===== config.mk =====
export PLATFORM = sky130hd
export DESIGN_NAME = timer_output_compare_one_pulse
export DESIGN_NICKNAME = d
export VERILOG_FILES = /design/src/hdl/pin_edge_sync.v /design/src/hdl/timer_output_compare_one_pulse.v
export VERILOG_INCLUDE_DIRS = /design/src /design/src/hdl
export SDC_FILE = /design/constraint.sdc
export NUM_CORES = 1
export LEC_CHECK = 0
export ABC_CLOCK_PERIOD_IN_PS = 3080
export BUFFER_PORTS_ARGS = -buffer_cell sky130_fd_sc_hd__clkbuf_2
export CORE_UTILIZATION = 60
export CTS_BUF_LIST = sky130_fd_sc_hd__clkbuf_8
export DETAILED_ROUTE_END_ITERATION = 10
export GPL_ROUTABILITY_DRIVEN = 0
export GPL_TIMING_DRIVEN = 0
export HOLD_SLACK_MARGIN = 0.03
export PLACE_DENSITY_LB_ADDON = 0.3
export REMOVE_ABC_BUFFERS = 1
export SYNTH_ARGS = -nofsm -noshare
export SYNTH_HDL_FRONTEND = slang
export SYNTH_SLANG_ARGS = --single-unit

===== constraint.sdc =====
create_clock -name clock -period 3.08 [get_ports clock]
set_input_delay 0.308 -clock clock [delete_from_list [all_inputs] [get_ports clock]]
set_output_delay 0.308 -clock clock [all_outputs]
set_load 0.05 [all_outputs]

===== src/hdl/timer_oc_defines.vh =====
// Register offsets, field positions and reset values of the compare timer
`ifndef TIMER_OC_DEFINES_VH
`define TIMER_OC_DEFINES_VH

// ==========================================
// Register offsets (byte registers)
`define ADDR_CTRL_FIRST 4'h0
`define ADDR_CTRL_SECOND 4'h1
`define ADDR_STATUS 4'h2
`define ADDR_CAP1_HI 4'h3
`define ADDR_CAP1_LO 4'h4
`define ADDR_CAP2_HI 4'h5
`define ADDR_CAP2_LO 4'h6
`define ADDR_CMP1_HI 4'h7
`define ADDR_CMP1_LO 4'h8
`define ADDR_CMP2_HI 4'h9
`define ADDR_CMP2_LO 4'ha
`define ADDR_COUNT_HI 4'hb
`define ADDR_COUNT_LO 4'hc

// ==========================================
// First control register fields
`define CF_CAPTURE_IRQ_EN 7
`define CF_COMPARE_IRQ_EN 6
`define CF_LEVEL_DURING_PULSE 2
`define CF_TRIGGER_EDGE 1
`define CF_LEVEL_AFTER_MATCH 0

// ==========================================
// Second control register fields
`define CS_PIN_EN_FIRST 7
`define CS_PIN_EN_SECOND 6
`define CS_SINGLE_PULSE 5
`define CS_PWM 4
`define CS_CLK_SEL_HI 3
`define CS_CLK_SEL_LO 2
`define CS_CAPTURE_EDGE_SECOND 1
`define CS_EXT_EDGE 0

// ==========================================
// Status register fields
`define ST_CAPTURE_FIRST 7
`define ST_COMPARE_FIRST 6
`define ST_CAPTURE_SECOND 4
`define ST_COMPARE_SECOND 3

// ==========================================
// Clock select codes
`define CLK_DIV4 2'h0
`define CLK_DIV2 2'h1
`define CLK_DIV8 2'h2
`define CLK_EXT 2'h3

// ==========================================
// Reset and preset values
`define CTRL_RESET 8'h00
`define COMPARE_RESET 16'h8000
`define COUNTER_RESET 16'h0000
`define CAPTURE_RESET 16'h0000
`define PULSE_COUNTER_PRESET 16'hfffc
`define PULSE_CAPTURE_VALUE 16'hfffd

`endif


===== src/hdl/pin_edge_sync.v =====
// Three-stage pin synchroniser with agreed-level edge detection
`timescale 1ns/1ps

module pin_edge_sync
(
	input wire clock,
	input wire sys_rst,
	input wire pin,
	output reg rise,
	output reg fall
);

reg stage1;
reg stage2;
reg stage3;
reg level;

// ==========================================
// Synchroniser and edge detect
// A change counts only once stages two and three agree
always @(posedge clock)
begin
	if (sys_rst)
	begin
		stage1 <= 1'b0;
		stage2 <= 1'b0;
		stage3 <= 1'b0;
		level <= 1'b0;
		rise <= 1'b0;
		fall <= 1'b0;
	end
	else
	begin
		stage1 <= pin;
		stage2 <= stage1;
		stage3 <= stage2;
		rise <= 1'b0;
		fall <= 1'b0;
		if ((stage2 == stage3) && (stage3 != level))
		begin
			level <= stage3;
			rise <= stage3;
			fall <= ~stage3;
		end
	end
end

endmodule


===== src/hdl/timer_output_compare_one_pulse.v =====
// Output compare and single-pulse section of a 16-bit free-running timer
//
// Our own choices: the register addresses and the strobed register port.
`timescale 1ns/1ps
`include "timer_oc_defines.vh"

// What this block does
// [RQ1] Compare match drives programmed level to pin only when pin enabled
// [RQ2] Compare match sets that channel's compare flag in status
// [RQ3] Two 16-bit byte-split compare values checked each timer tick
// [RQ4] Compare values software read/write, hardware never changes them, reset 8000h
// [RQ5] Compare pin output latches forced low during reset
// [RQ6] Compare interrupt only when enabled and CPU mask clear
// [RQ7] Flag clears after status read with flag set, then low-byte access
// [RQ8] High-byte write inhibits compares until low-byte write, which clears flag once armed by a status read
// [RQ9] Single-pulse bit uses capture one trigger and compare one pulse
// [RQ10] Trigger polarity from trigger edge select; pin must be floating input
// [RQ11] Trigger presets counter FFFCh, pulse level out, capture flag, FFFDh
// [RQ12] Capture flag one from trigger raises interrupt if capture irq enabled
// [RQ13] Counter equal compare one ends pulse with after-pulse level
// [RQ14] Software programs compare one as duration times clock minus five
// [RQ15] Single-pulse never sets compare flag one; channel two still flags
// [RQ16] With PWM and single-pulse both set only PWM operates; no PWM mode is built, the PWM bit only disables single-pulse
// [RQ17] Single-pulse: pin one no capture, pin two captures, edges preset counter
// [RQ18] Single-pulse: compare two flags but drives no waveform
// [RQ19] Equal levels give constant pin one level through single pulse
// [RQ20] Clock select: 00 div4, 01 div2, 10 div8, 11 external
// [RQ21] External edge bit: 0 falling, 1 rising counts
// [RQ22] Counter increments per tick and wraps, unless trigger presets it
module timer_output_compare_one_pulse
#(
	parameter EXT_CLOCK_PRESENT = 1
)
(
	input wire clock,
	input wire sys_rst,
	input wire [3:0] address,
	input wire [7:0] write_data,
	input wire write_strobe,
	input wire read_strobe,
	output reg [7:0] read_data,
	input wire cpu_interrupt_mask,
	output wire timer_irq,
	input wire trigger_input_pin,
	input wire capture_input_pin_second,
	input wire external_clock_pin,
	output wire compare_output_pin_first,
	output wire compare_output_oe_first,
	output wire compare_output_pin_second,
	output wire compare_output_oe_second
);

reg [7:0] timer_control_first;
reg [7:0] timer_control_second;
reg [15:0] counter;
reg [31:0] compare_values;
reg [1:0] compare_match_flag;
reg [1:0] compare_clear_armed;
reg [1:0] compare_inhibit;
reg [1:0] compare_latch;
reg [15:0] capture_value_first;
reg [15:0] capture_value_second;
reg capture_flag_first;
reg capture_flag_second;
reg capture_armed_first;
reg capture_armed_second;
reg [2:0] prescale_factor;
reg tick;
reg [7:0] next_read_data;

wire trig_rise;
wire trig_fall;
wire cap2_rise;
wire cap2_fall;
wire ext_rise;
wire ext_fall;

wire [1:0] timer_clock_select;
wire external_clock_edge;
wire compare_irq_enable;
wire capture_irq_enable;
wire single_pulse_select;
wire single_pulse;
wire trigger_edge;
wire capture_edge_second;
wire status_read;

assign timer_clock_select = timer_control_second[`CS_CLK_SEL_HI:`CS_CLK_SEL_LO];
assign external_clock_edge = timer_control_second[`CS_EXT_EDGE];
assign compare_irq_enable = timer_control_first[`CF_COMPARE_IRQ_EN];
assign capture_irq_enable = timer_control_first[`CF_CAPTURE_IRQ_EN];
assign single_pulse_select = timer_control_second[`CS_SINGLE_PULSE];
// [RQ9] [RQ16] Pulse select, PWM overrides
assign single_pulse = single_pulse_select & ~timer_control_second[`CS_PWM];
// [RQ10] Trigger polarity select
assign trigger_edge = timer_control_first[`CF_TRIGGER_EDGE] ? trig_rise : trig_fall;
assign capture_edge_second = timer_control_second[`CS_CAPTURE_EDGE_SECOND] ?
	cap2_rise : cap2_fall;
assign status_read = read_strobe && (address == `ADDR_STATUS);

// ==========================================
// Pin synchronisers
pin_edge_sync trigger_sync
(
	.clock(clock),
	.sys_rst(sys_rst),
	.pin(trigger_input_pin),
	.rise(trig_rise),
	.fall(trig_fall)
);

pin_edge_sync capture_second_sync
(
	.clock(clock),
	.sys_rst(sys_rst),
	.pin(capture_input_pin_second),
	.rise(cap2_rise),
	.fall(cap2_fall)
);

pin_edge_sync ext_clock_sync
(
	.clock(clock),
	.sys_rst(sys_rst),
	.pin(external_clock_pin),
	.rise(ext_rise),
	.fall(ext_fall)
);

// ==========================================
// Timer clock enable
// Tick is registered, so it lags the prescaler by one cycle
always @(posedge clock)
begin
	if (sys_rst)
	begin
		prescale_factor <= 3'h0;
		tick <= 1'b0;
	end
	else
	begin
		prescale_factor <= prescale_factor + 3'h1;
		// [RQ20] Clock source select
		case (timer_clock_select)
			`CLK_DIV4: tick <= (prescale_factor[1:0] == 2'h3);
			`CLK_DIV2: tick <= prescale_factor[0];
			`CLK_DIV8: tick <= (prescale_factor == 3'h7);
			// [RQ21] External edge polarity
			default: tick <= (EXT_CLOCK_PRESENT != 0) &&
				(external_clock_edge ? ext_rise : ext_fall);
		endcase
	end
end

// ==========================================
// Free-running counter
always @(posedge clock)
begin
	if (sys_rst)
		counter <= `COUNTER_RESET;
	// [RQ11] Trigger presets counter
	else if (single_pulse && trigger_edge)
		counter <= `PULSE_COUNTER_PRESET;
	// [RQ22] Increment and wrap
	else if (tick)
		counter <= counter + 16'h0001;
end

// ==========================================
// Control registers
always @(posedge clock)
begin
	if (sys_rst)
	begin
		timer_control_first <= `CTRL_RESET;
		timer_control_second <= `CTRL_RESET;
	end
	else if (write_strobe)
	begin
		if (address == `ADDR_CTRL_FIRST)
			timer_control_first <= write_data;
		else if (address == `ADDR_CTRL_SECOND)
			timer_control_second <= write_data;
	end
end

// ==========================================
// Compare channels
genvar ch;
generate
	for (ch = 0; ch < 2; ch = ch + 1)
	begin : compare_channel
		localparam [3:0] HI_ADDR = (ch == 0) ? `ADDR_CMP1_HI : `ADDR_CMP2_HI;
		localparam [3:0] LO_ADDR = (ch == 0) ? `ADDR_CMP1_LO : `ADDR_CMP2_LO;
		localparam integer LEVEL_BIT = (ch == 0) ? `CF_LEVEL_AFTER_MATCH :
			`CF_LEVEL_DURING_PULSE;
		wire hi_write;
		wire lo_write;
		wire lo_access;
		wire match;
		wire flag_set;
		wire flag_clear;

		assign hi_write = write_strobe && (address == HI_ADDR);
		assign lo_write = write_strobe && (address == LO_ADDR);
		assign lo_access = lo_write || (read_strobe && (address == LO_ADDR));
		// [RQ3] Compare once per tick
		assign match = tick && !compare_inhibit[ch] &&
			(counter == compare_values[16*ch+15:16*ch]);
		// [RQ15] No flag one in single pulse
		assign flag_set = match && !(ch == 0 && single_pulse);
		// [RQ7] Clear after armed low access
		assign flag_clear = lo_access && compare_clear_armed[ch];

		// [RQ4] Software-only value
		always @(posedge clock)
		begin
			if (sys_rst)
				compare_values[16*ch+15:16*ch] <= `COMPARE_RESET;
			else if (hi_write)
				compare_values[16*ch+15:16*ch+8] <= write_data;
			else if (lo_write)
				compare_values[16*ch+7:16*ch] <= write_data;
		end

		always @(posedge clock)
		begin
			if (sys_rst)
			begin
				compare_match_flag[ch] <= 1'b0;
				compare_clear_armed[ch] <= 1'b0;
				compare_inhibit[ch] <= 1'b0;
			end
			else
			begin
				// [RQ2] Set wins over clear
				compare_match_flag[ch] <= flag_set ||
					(compare_match_flag[ch] && !flag_clear);
				if (status_read)
					compare_clear_armed[ch] <= compare_match_flag[ch];
				else if (lo_access)
					compare_clear_armed[ch] <= 1'b0;
				// [RQ8] Inhibit between high and low writes
				if (hi_write)
					compare_inhibit[ch] <= 1'b1;
				else if (lo_write)
					compare_inhibit[ch] <= 1'b0;
			end
		end

		always @(posedge clock)
		begin
			// [RQ5] Latch low in reset
			if (sys_rst)
				compare_latch[ch] <= 1'b0;
			else if (ch == 0 && single_pulse)
			begin
				// [RQ11] [RQ19] Pulse starts on trigger
				if (trigger_edge)
					compare_latch[ch] <= timer_control_first[`CF_LEVEL_DURING_PULSE];
				// [RQ13] Pulse ends on match
				else if (match)
					compare_latch[ch] <= timer_control_first[`CF_LEVEL_AFTER_MATCH];
			end
			// [RQ18] Channel two waveform held
			else if (ch == 1 && single_pulse)
				compare_latch[ch] <= compare_latch[ch];
			else if (match)
				compare_latch[ch] <= timer_control_first[LEVEL_BIT];
		end
	end
endgenerate

// [RQ1] Pin driven only when enabled
assign compare_output_pin_first = compare_latch[0];
assign compare_output_oe_first = timer_control_second[`CS_PIN_EN_FIRST];
assign compare_output_pin_second = compare_latch[1];
assign compare_output_oe_second = timer_control_second[`CS_PIN_EN_SECOND];

// ==========================================
// Capture channels
always @(posedge clock)
begin
	if (sys_rst)
	begin
		capture_value_first <= `CAPTURE_RESET;
		capture_value_second <= `CAPTURE_RESET;
		capture_flag_first <= 1'b0;
		capture_flag_second <= 1'b0;
		capture_armed_first <= 1'b0;
		capture_armed_second <= 1'b0;
	end
	else
	begin
		// [RQ17] Pin one trigger only in single pulse
		if (single_pulse && trigger_edge)
		begin
			// [RQ11] Fixed capture value and flag
			capture_value_first <= `PULSE_CAPTURE_VALUE;
			capture_flag_first <= 1'b1;
		end
		else if (!single_pulse && trigger_edge)
		begin
			capture_value_first <= counter;
			capture_flag_first <= 1'b1;
		end
		else if (capture_armed_first && read_strobe && (address == `ADDR_CAP1_LO))
			capture_flag_first <= 1'b0;
		// [RQ17] Pin two still captures
		if (capture_edge_second)
		begin
			capture_value_second <= counter;
			capture_flag_second <= 1'b1;
		end
		else if (capture_armed_second && read_strobe && (address == `ADDR_CAP2_LO))
			capture_flag_second <= 1'b0;
		if (status_read)
		begin
			capture_armed_first <= capture_flag_first;
			capture_armed_second <= capture_flag_second;
		end
		else if (read_strobe && (address == `ADDR_CAP1_LO))
			capture_armed_first <= 1'b0;
		else if (read_strobe && (address == `ADDR_CAP2_LO))
			capture_armed_second <= 1'b0;
	end
end

// ==========================================
// Interrupt request
// [RQ6] Compare interrupt gated by CPU mask
// [RQ12] Capture interrupt
assign timer_irq = !cpu_interrupt_mask &&
	((compare_irq_enable && (compare_match_flag != 2'h0)) ||
	(capture_irq_enable && (capture_flag_first || capture_flag_second)));

// ==========================================
// Read path
always @*
begin
	next_read_data = 8'h00;
	if (address == `ADDR_CTRL_FIRST)
		next_read_data = timer_control_first;
	else if (address == `ADDR_CTRL_SECOND)
		next_read_data = timer_control_second;
	else if (address == `ADDR_STATUS)
	begin
		next_read_data[`ST_CAPTURE_FIRST] = capture_flag_first;
		next_read_data[`ST_COMPARE_FIRST] = compare_match_flag[0];
		next_read_data[`ST_CAPTURE_SECOND] = capture_flag_second;
		next_read_data[`ST_COMPARE_SECOND] = compare_match_flag[1];
	end
	else if (address == `ADDR_CAP1_HI)
		next_read_data = capture_value_first[15:8];
	else if (address == `ADDR_CAP1_LO)
		next_read_data = capture_value_first[7:0];
	else if (address == `ADDR_CAP2_HI)
		next_read_data = capture_value_second[15:8];
	else if (address == `ADDR_CAP2_LO)
		next_read_data = capture_value_second[7:0];
	else if (address == `ADDR_CMP1_HI)
		next_read_data = compare_values[15:8];
	else if (address == `ADDR_CMP1_LO)
		next_read_data = compare_values[7:0];
	else if (address == `ADDR_CMP2_HI)
		next_read_data = compare_values[31:24];
	else if (address == `ADDR_CMP2_LO)
		next_read_data = compare_values[23:16];
	else if (address == `ADDR_COUNT_HI)
		next_read_data = counter[15:8];
	else if (address == `ADDR_COUNT_LO)
		next_read_data = counter[7:0];
end

// Data hold until the next read; only the cycle after the strobe is promised
always @(posedge clock)
begin
	if (sys_rst)
		read_data <= 8'h00;
	else if (read_strobe)
		read_data <= next_read_data;
end

endmodule


==> out/results.txt <==
The logs give 9 for the detailed-router iteration count before antenna repair and 41.1% for the share of synthesized area occupied by flip-flops and latches. Summing every instance area after synthesis gives 0.00672 mm^2. The number of antenna violations at the first check in global routing is 0, and the transition time of the tightest slew-check pin is 1.12 ns. In the final routed layout, each cell accounts on average for 20.3 um. The shortest period the worst path allows was 2.76 ns; the upper clock frequency limit was 363 MHz. The run gives 5713 as the number of global-route vias before repair. The final worst clock skew is 0.0112 ns, and the fraction of final layout cells with drive strength greater than 1 is 10.4%.

The first-pass GRT wire length is 30900 um, and the total internal power is 2.71 mW. During placement, the flow inserted port buffers numbering 32. The floorplan has 38 rows. The H-tree was split into 4 levels. The period utilization was 89.6%. The async set or reset register ratio after synthesis was 0%; the post-synthesis register bit count was 138. Once detailed placement completed, the half-perimeter wirelength came to 13600 um. The total I/O pin count came out at 33. The average size of a mapped cell was 8.14 um^2. For the largest net degree at the start of global routing, the log shows 86. The DRC marker count from the first detailed-route iteration is 1002. The peak per-stage delay on the critical path came out at 0.79 ns.

After clock tree synthesis, the repair step resized 0 gates. The number of setup violations in the final report was 0. The detailed router placed 6304 vias in this run.

The logs give 0 for the total congestion overflow after global routing and 0.984 mW for the switching power. The final layout contains 836 nets. For the reported max-cap violation count, the log shows 0.

At the worst endpoint, the required time is 3.43 ns. The run finished with clean final reports. The critical path goes through clkbuf_2 > inv_1 > nor2_1 > nand3_1 > mux2i_1 > nor2_1.

The tree is rooted in a sky130_fd_sc_hd__clkbuf_8. TritonCTS built the clock tree. The run gives 0 as the count of pins over their slew limit. The path class of the tightest hold or removal check is primary input to register. Of the total power, registers draw 49.6%. From left edge to right edge, the die measures 108 um. The tools report the worst ir drop on vdd as 0.000402 V. For this configuration, the core starts out at a cell density of 61.7%. The CTS clock-pin slew for the worst setup and hold paths was 0.08 ns.

For the instance count of the mapped netlist, the log shows 825. The endpoint class of the critical path is a register. For the layout filler cell count, the log shows 908.

The count of final hold-check violations was 0. The run gives 0 as the number of nets still failing antenna checks after routing. After detailed routing, the number of remaining DRC violations is 0. The design draws 3.69 mW. Setup repair after global routing left no endpoint under its margin. The floorplan step set the die height to 108 um.

Summed over all layers, the routed wires come to 19600 um. Counting the buffers created by CTS gives 17. The type of the worst setup path was primary input to register. For this run, the total global-route usage over all layers was measured as 35.8%. Per report_power, the combinational group accounts for 8.0% of the total. For this design, the slowest cell found on the critical path is sky130_fd_sc_hd__clkbuf_2. The worst setup path is launched from a primary input.

The distinct cell type count of the synthesized netlist was 60; the number of hold buffers added after CTS was 0. The worst pin sits at a relative slew slack of 25.4%. In the final timing run, aggregate negative setup slack is 0 ns. During synthesis, Yosys emitted a total of 0 warnings. The clock latency at the later pin of the worst-skew pair is 0.47 ns, and the diode insertion count for antenna repair is 0. The clock passes through at most 2 buffers. Clock tree synthesis found a total of 138 sinks. Relative to the synthesized area, the layout overhead comes to 7.23%.

Among the stages of the critical path, the cell type that occurs most often is sky130_fd_sc_hd__nor2_1. The fraction of power spent switching nets was 26.7%; the die outline area was 0.0116 mm^2. For this design the ratio of total power to cell area is 512 mW/mm^2. The run gives 2.51 nW as the static leakage. In this run the worst path has a maximum fanout of 47. For the share of total power in the clock network, the log shows 42.4%.

The most instantiated flip-flop cell in the synthesis netlist was sky130_fd_sc_hd__dfxtp_1. The synthesized design contains 0 enable-type register cells. Dividing the detail-routed via count by the number of cells gives 6.53. The core outline area is 0.0109 mm^2, and the worst path arrival time is 3.11 ns.

After clock tree synthesis, the setup repair step added 0 buffers.
==> cell usage in the layout, fill, tap and decap left out, types with 13 or more instances in the layout <==
cell type | synthesis | final
sky130_fd_sc_hd__nand3_1 | 32 | 32
sky130_fd_sc_hd__xnor2_1 | 30 | 30
sky130_fd_sc_hd__nor2b_1 | 21 | 21
sky130_fd_sc_hd__dfxtp_1 | 138 | 138
sky130_fd_sc_hd__mux2i_1 | 34 | 33
sky130_fd_sc_hd__nand4_1 | 13 | 13
sky130_fd_sc_hd__nor3_1 | 39 | 39
sky130_fd_sc_hd__o21ai_0 | 42 | 42
sky130_fd_sc_hd__nand2_1 | 109 | 109
sky130_fd_sc_hd__clkbuf_8 | 0 | 17
sky130_fd_sc_hd__clkbuf_2 | 0 | 31
sky130_fd_sc_hd__a21oi_1 | 92 | 92
sky130_fd_sc_hd__xor2_1 | 16 | 16
sky130_fd_sc_hd__nor2_1 | 77 | 77
==> kinds of logic after synthesis <==
kind of cell | count (synthesis) | synth area share (%)
AO/OA/AOI/OAI | 194 | 17.3
XOR/XNOR | 46 | 6.00
adder cells (fa/ha/maj) | 3 | 0.559
buffers and inverters | 75 | 5.29
flip-flops | 138 | 41.1
multiplexers | 42 | 6.58
AND/OR/NAND/NOR | 327 | 23.2
==> area by class of cell <==
type / instances / area, um^2 / area share [%]
tap: 140 / 175 / 2.43
clock buffer: 17 / 234 / 3.25
sequential: 138 / 2760 / 38.4
inverter: 10 / 37.5 / 0.521
multi-input combinational: 612 / 3600 / 50.0
timing repair buffer: 34 / 201 / 2.80
clock inverter: 15 / 189 / 2.62
==> per-layer routing <==
layer  part of all wire (%)  global-route usage, %  routed length, um  up-vias
met5                      0                      0                  0        -
met4                    6.0                   21.5               1180        0
met3                     12                   8.78               2310      122
met2                     43                   52.7               8520      440
met1                     39                   47.0               7590     2886
li1                       -                      -                  -     2856
==> path summary, 6_finish.rpt <==
kind | startpoint | to | slack, ns | depth (start not counted)
max | address[0] | timer_control_second[6] | 0.32 | 6
min | capture_input_pin_second | capture_second_sync.stage1 | 0.04 | 2
max reg2reg | timer_control_second[5] | compare_output_pin_first | 0.68 | 4
min reg2reg | prescale_factor[0] | prescale_factor[0] | 0.44 | 1
==> sequential cells by signal, indices dropped and copies added, names as in the netlist, 2 cells and up <==
name,flops
timer_control_second,8
timer_control_first,8
capture_value_second,16
compare_values,32
compare_inhibit,2
counter,16
prescale_factor,3
read_data,8
compare_clear_armed,2
capture_value_first,16
compare_match_flag,2
==> synth_stat cells, types with 2 or more instances <==
library cell | n | area share (%)
sky130_fd_sc_hd__a21oi_1 | 92 | 6.9
sky130_fd_sc_hd__o21a_1 | 3 | 0.34
sky130_fd_sc_hd__clkinv_1 | 3 | 0.17
sky130_fd_sc_hd__dfxtp_1 | 138 | 41
sky130_fd_sc_hd__buf_1 | 2 | 0.11
sky130_fd_sc_hd__nor2_1 | 77 | 4.3
sky130_fd_sc_hd__nor2_2 | 2 | 0.19
sky130_fd_sc_hd__xor2_1 | 16 | 2.1
sky130_fd_sc_hd__nand2_1 | 109 | 6.1
sky130_fd_sc_hd__a22oi_1 | 9 | 1.0
sky130_fd_sc_hd__a31oi_1 | 3 | 0.28
sky130_fd_sc_hd__o21bai_1 | 2 | 0.22
sky130_fd_sc_hd__mux2_2 | 7 | 1.2
sky130_fd_sc_hd__o22ai_1 | 8 | 0.75
sky130_fd_sc_hd__nor2b_1 | 21 | 2.0
sky130_fd_sc_hd__nand4_1 | 13 | 1.2
sky130_fd_sc_hd__nand2b_1 | 9 | 0.84
sky130_fd_sc_hd__nand3_1 | 32 | 2.4
sky130_fd_sc_hd__o2111a_1 | 2 | 0.34
sky130_fd_sc_hd__a21boi_0 | 2 | 0.22
sky130_fd_sc_hd__inv_1 | 7 | 0.39
sky130_fd_sc_hd__buf_4 | 8 | 0.89
sky130_fd_sc_hd__nand2_2 | 2 | 0.19
sky130_fd_sc_hd__a221o_1 | 3 | 0.45
sky130_fd_sc_hd__nor3_1 | 39 | 2.9
sky130_fd_sc_hd__o221ai_1 | 5 | 0.65
sky130_fd_sc_hd__clkbuf_1 | 35 | 2.0
sky130_fd_sc_hd__a211oi_1 | 6 | 0.67
sky130_fd_sc_hd__ha_1 | 3 | 0.56
sky130_fd_sc_hd__mux2i_1 | 34 | 5.1
sky130_fd_sc_hd__buf_2 | 17 | 1.3
sky130_fd_sc_hd__o2bb2ai_1 | 4 | 0.52
sky130_fd_sc_hd__nor4b_1 | 5 | 0.65
sky130_fd_sc_hd__a311oi_1 | 2 | 0.26
sky130_fd_sc_hd__o21ai_0 | 42 | 3.1
sky130_fd_sc_hd__and2b_1 | 3 | 0.34
sky130_fd_sc_hd__buf_6 | 3 | 0.50
sky130_fd_sc_hd__a222oi_1 | 2 | 0.30
sky130_fd_sc_hd__and3_1 | 2 | 0.19
sky130_fd_sc_hd__o31ai_1 | 2 | 0.22
sky130_fd_sc_hd__and3b_1 | 3 | 0.39
sky130_fd_sc_hd__xnor2_1 | 30 | 3.9
==> metrics by stage <==
| step | hold WS (ns) | instances | setup slack [ns] | util, % | instance area [um^2] |
|---|---|---|---|---|---|
| 2_1_floorplan | 0.375 | 760 | 1.35 | - | 6400 |
| 3_3_place_gp | 0.416 | 932 | -0.0390 | 61.8 | 6730 |
| 3_5_place_dp | 0.426 | 934 | 0.0444 | 62.3 | 6780 |
| 4_1_cts | 0.0325 | 966 | 0.499 | 66.1 | 7200 |
| 5_1_grt | 0.0549 | 966 | 0.318 | 66.1 | 7200 |
| 6_report | 0.0443 | 966 | 0.322 | 66.1 | 7200 |
==> power groups by stage <==
stage                     combinational [mW]  sequential [mW]  clock, mW
after floorplan                        0.134             1.88          0
after global placement                 0.276             1.87          0
after detailed placement               0.284             1.87          0
after CTS                              0.286             1.83       1.58
after global routing                   0.315             1.83       1.65
final                                  0.296             1.83       1.56
==> critical path, delay by kind of cell <==
kind,cells,cell delay [ns]
buffers and inverters,2,1.38
AND/OR/NAND/NOR,3,1.07
multiplexers,1,0.32
Power figures use the tool's default switching activity.
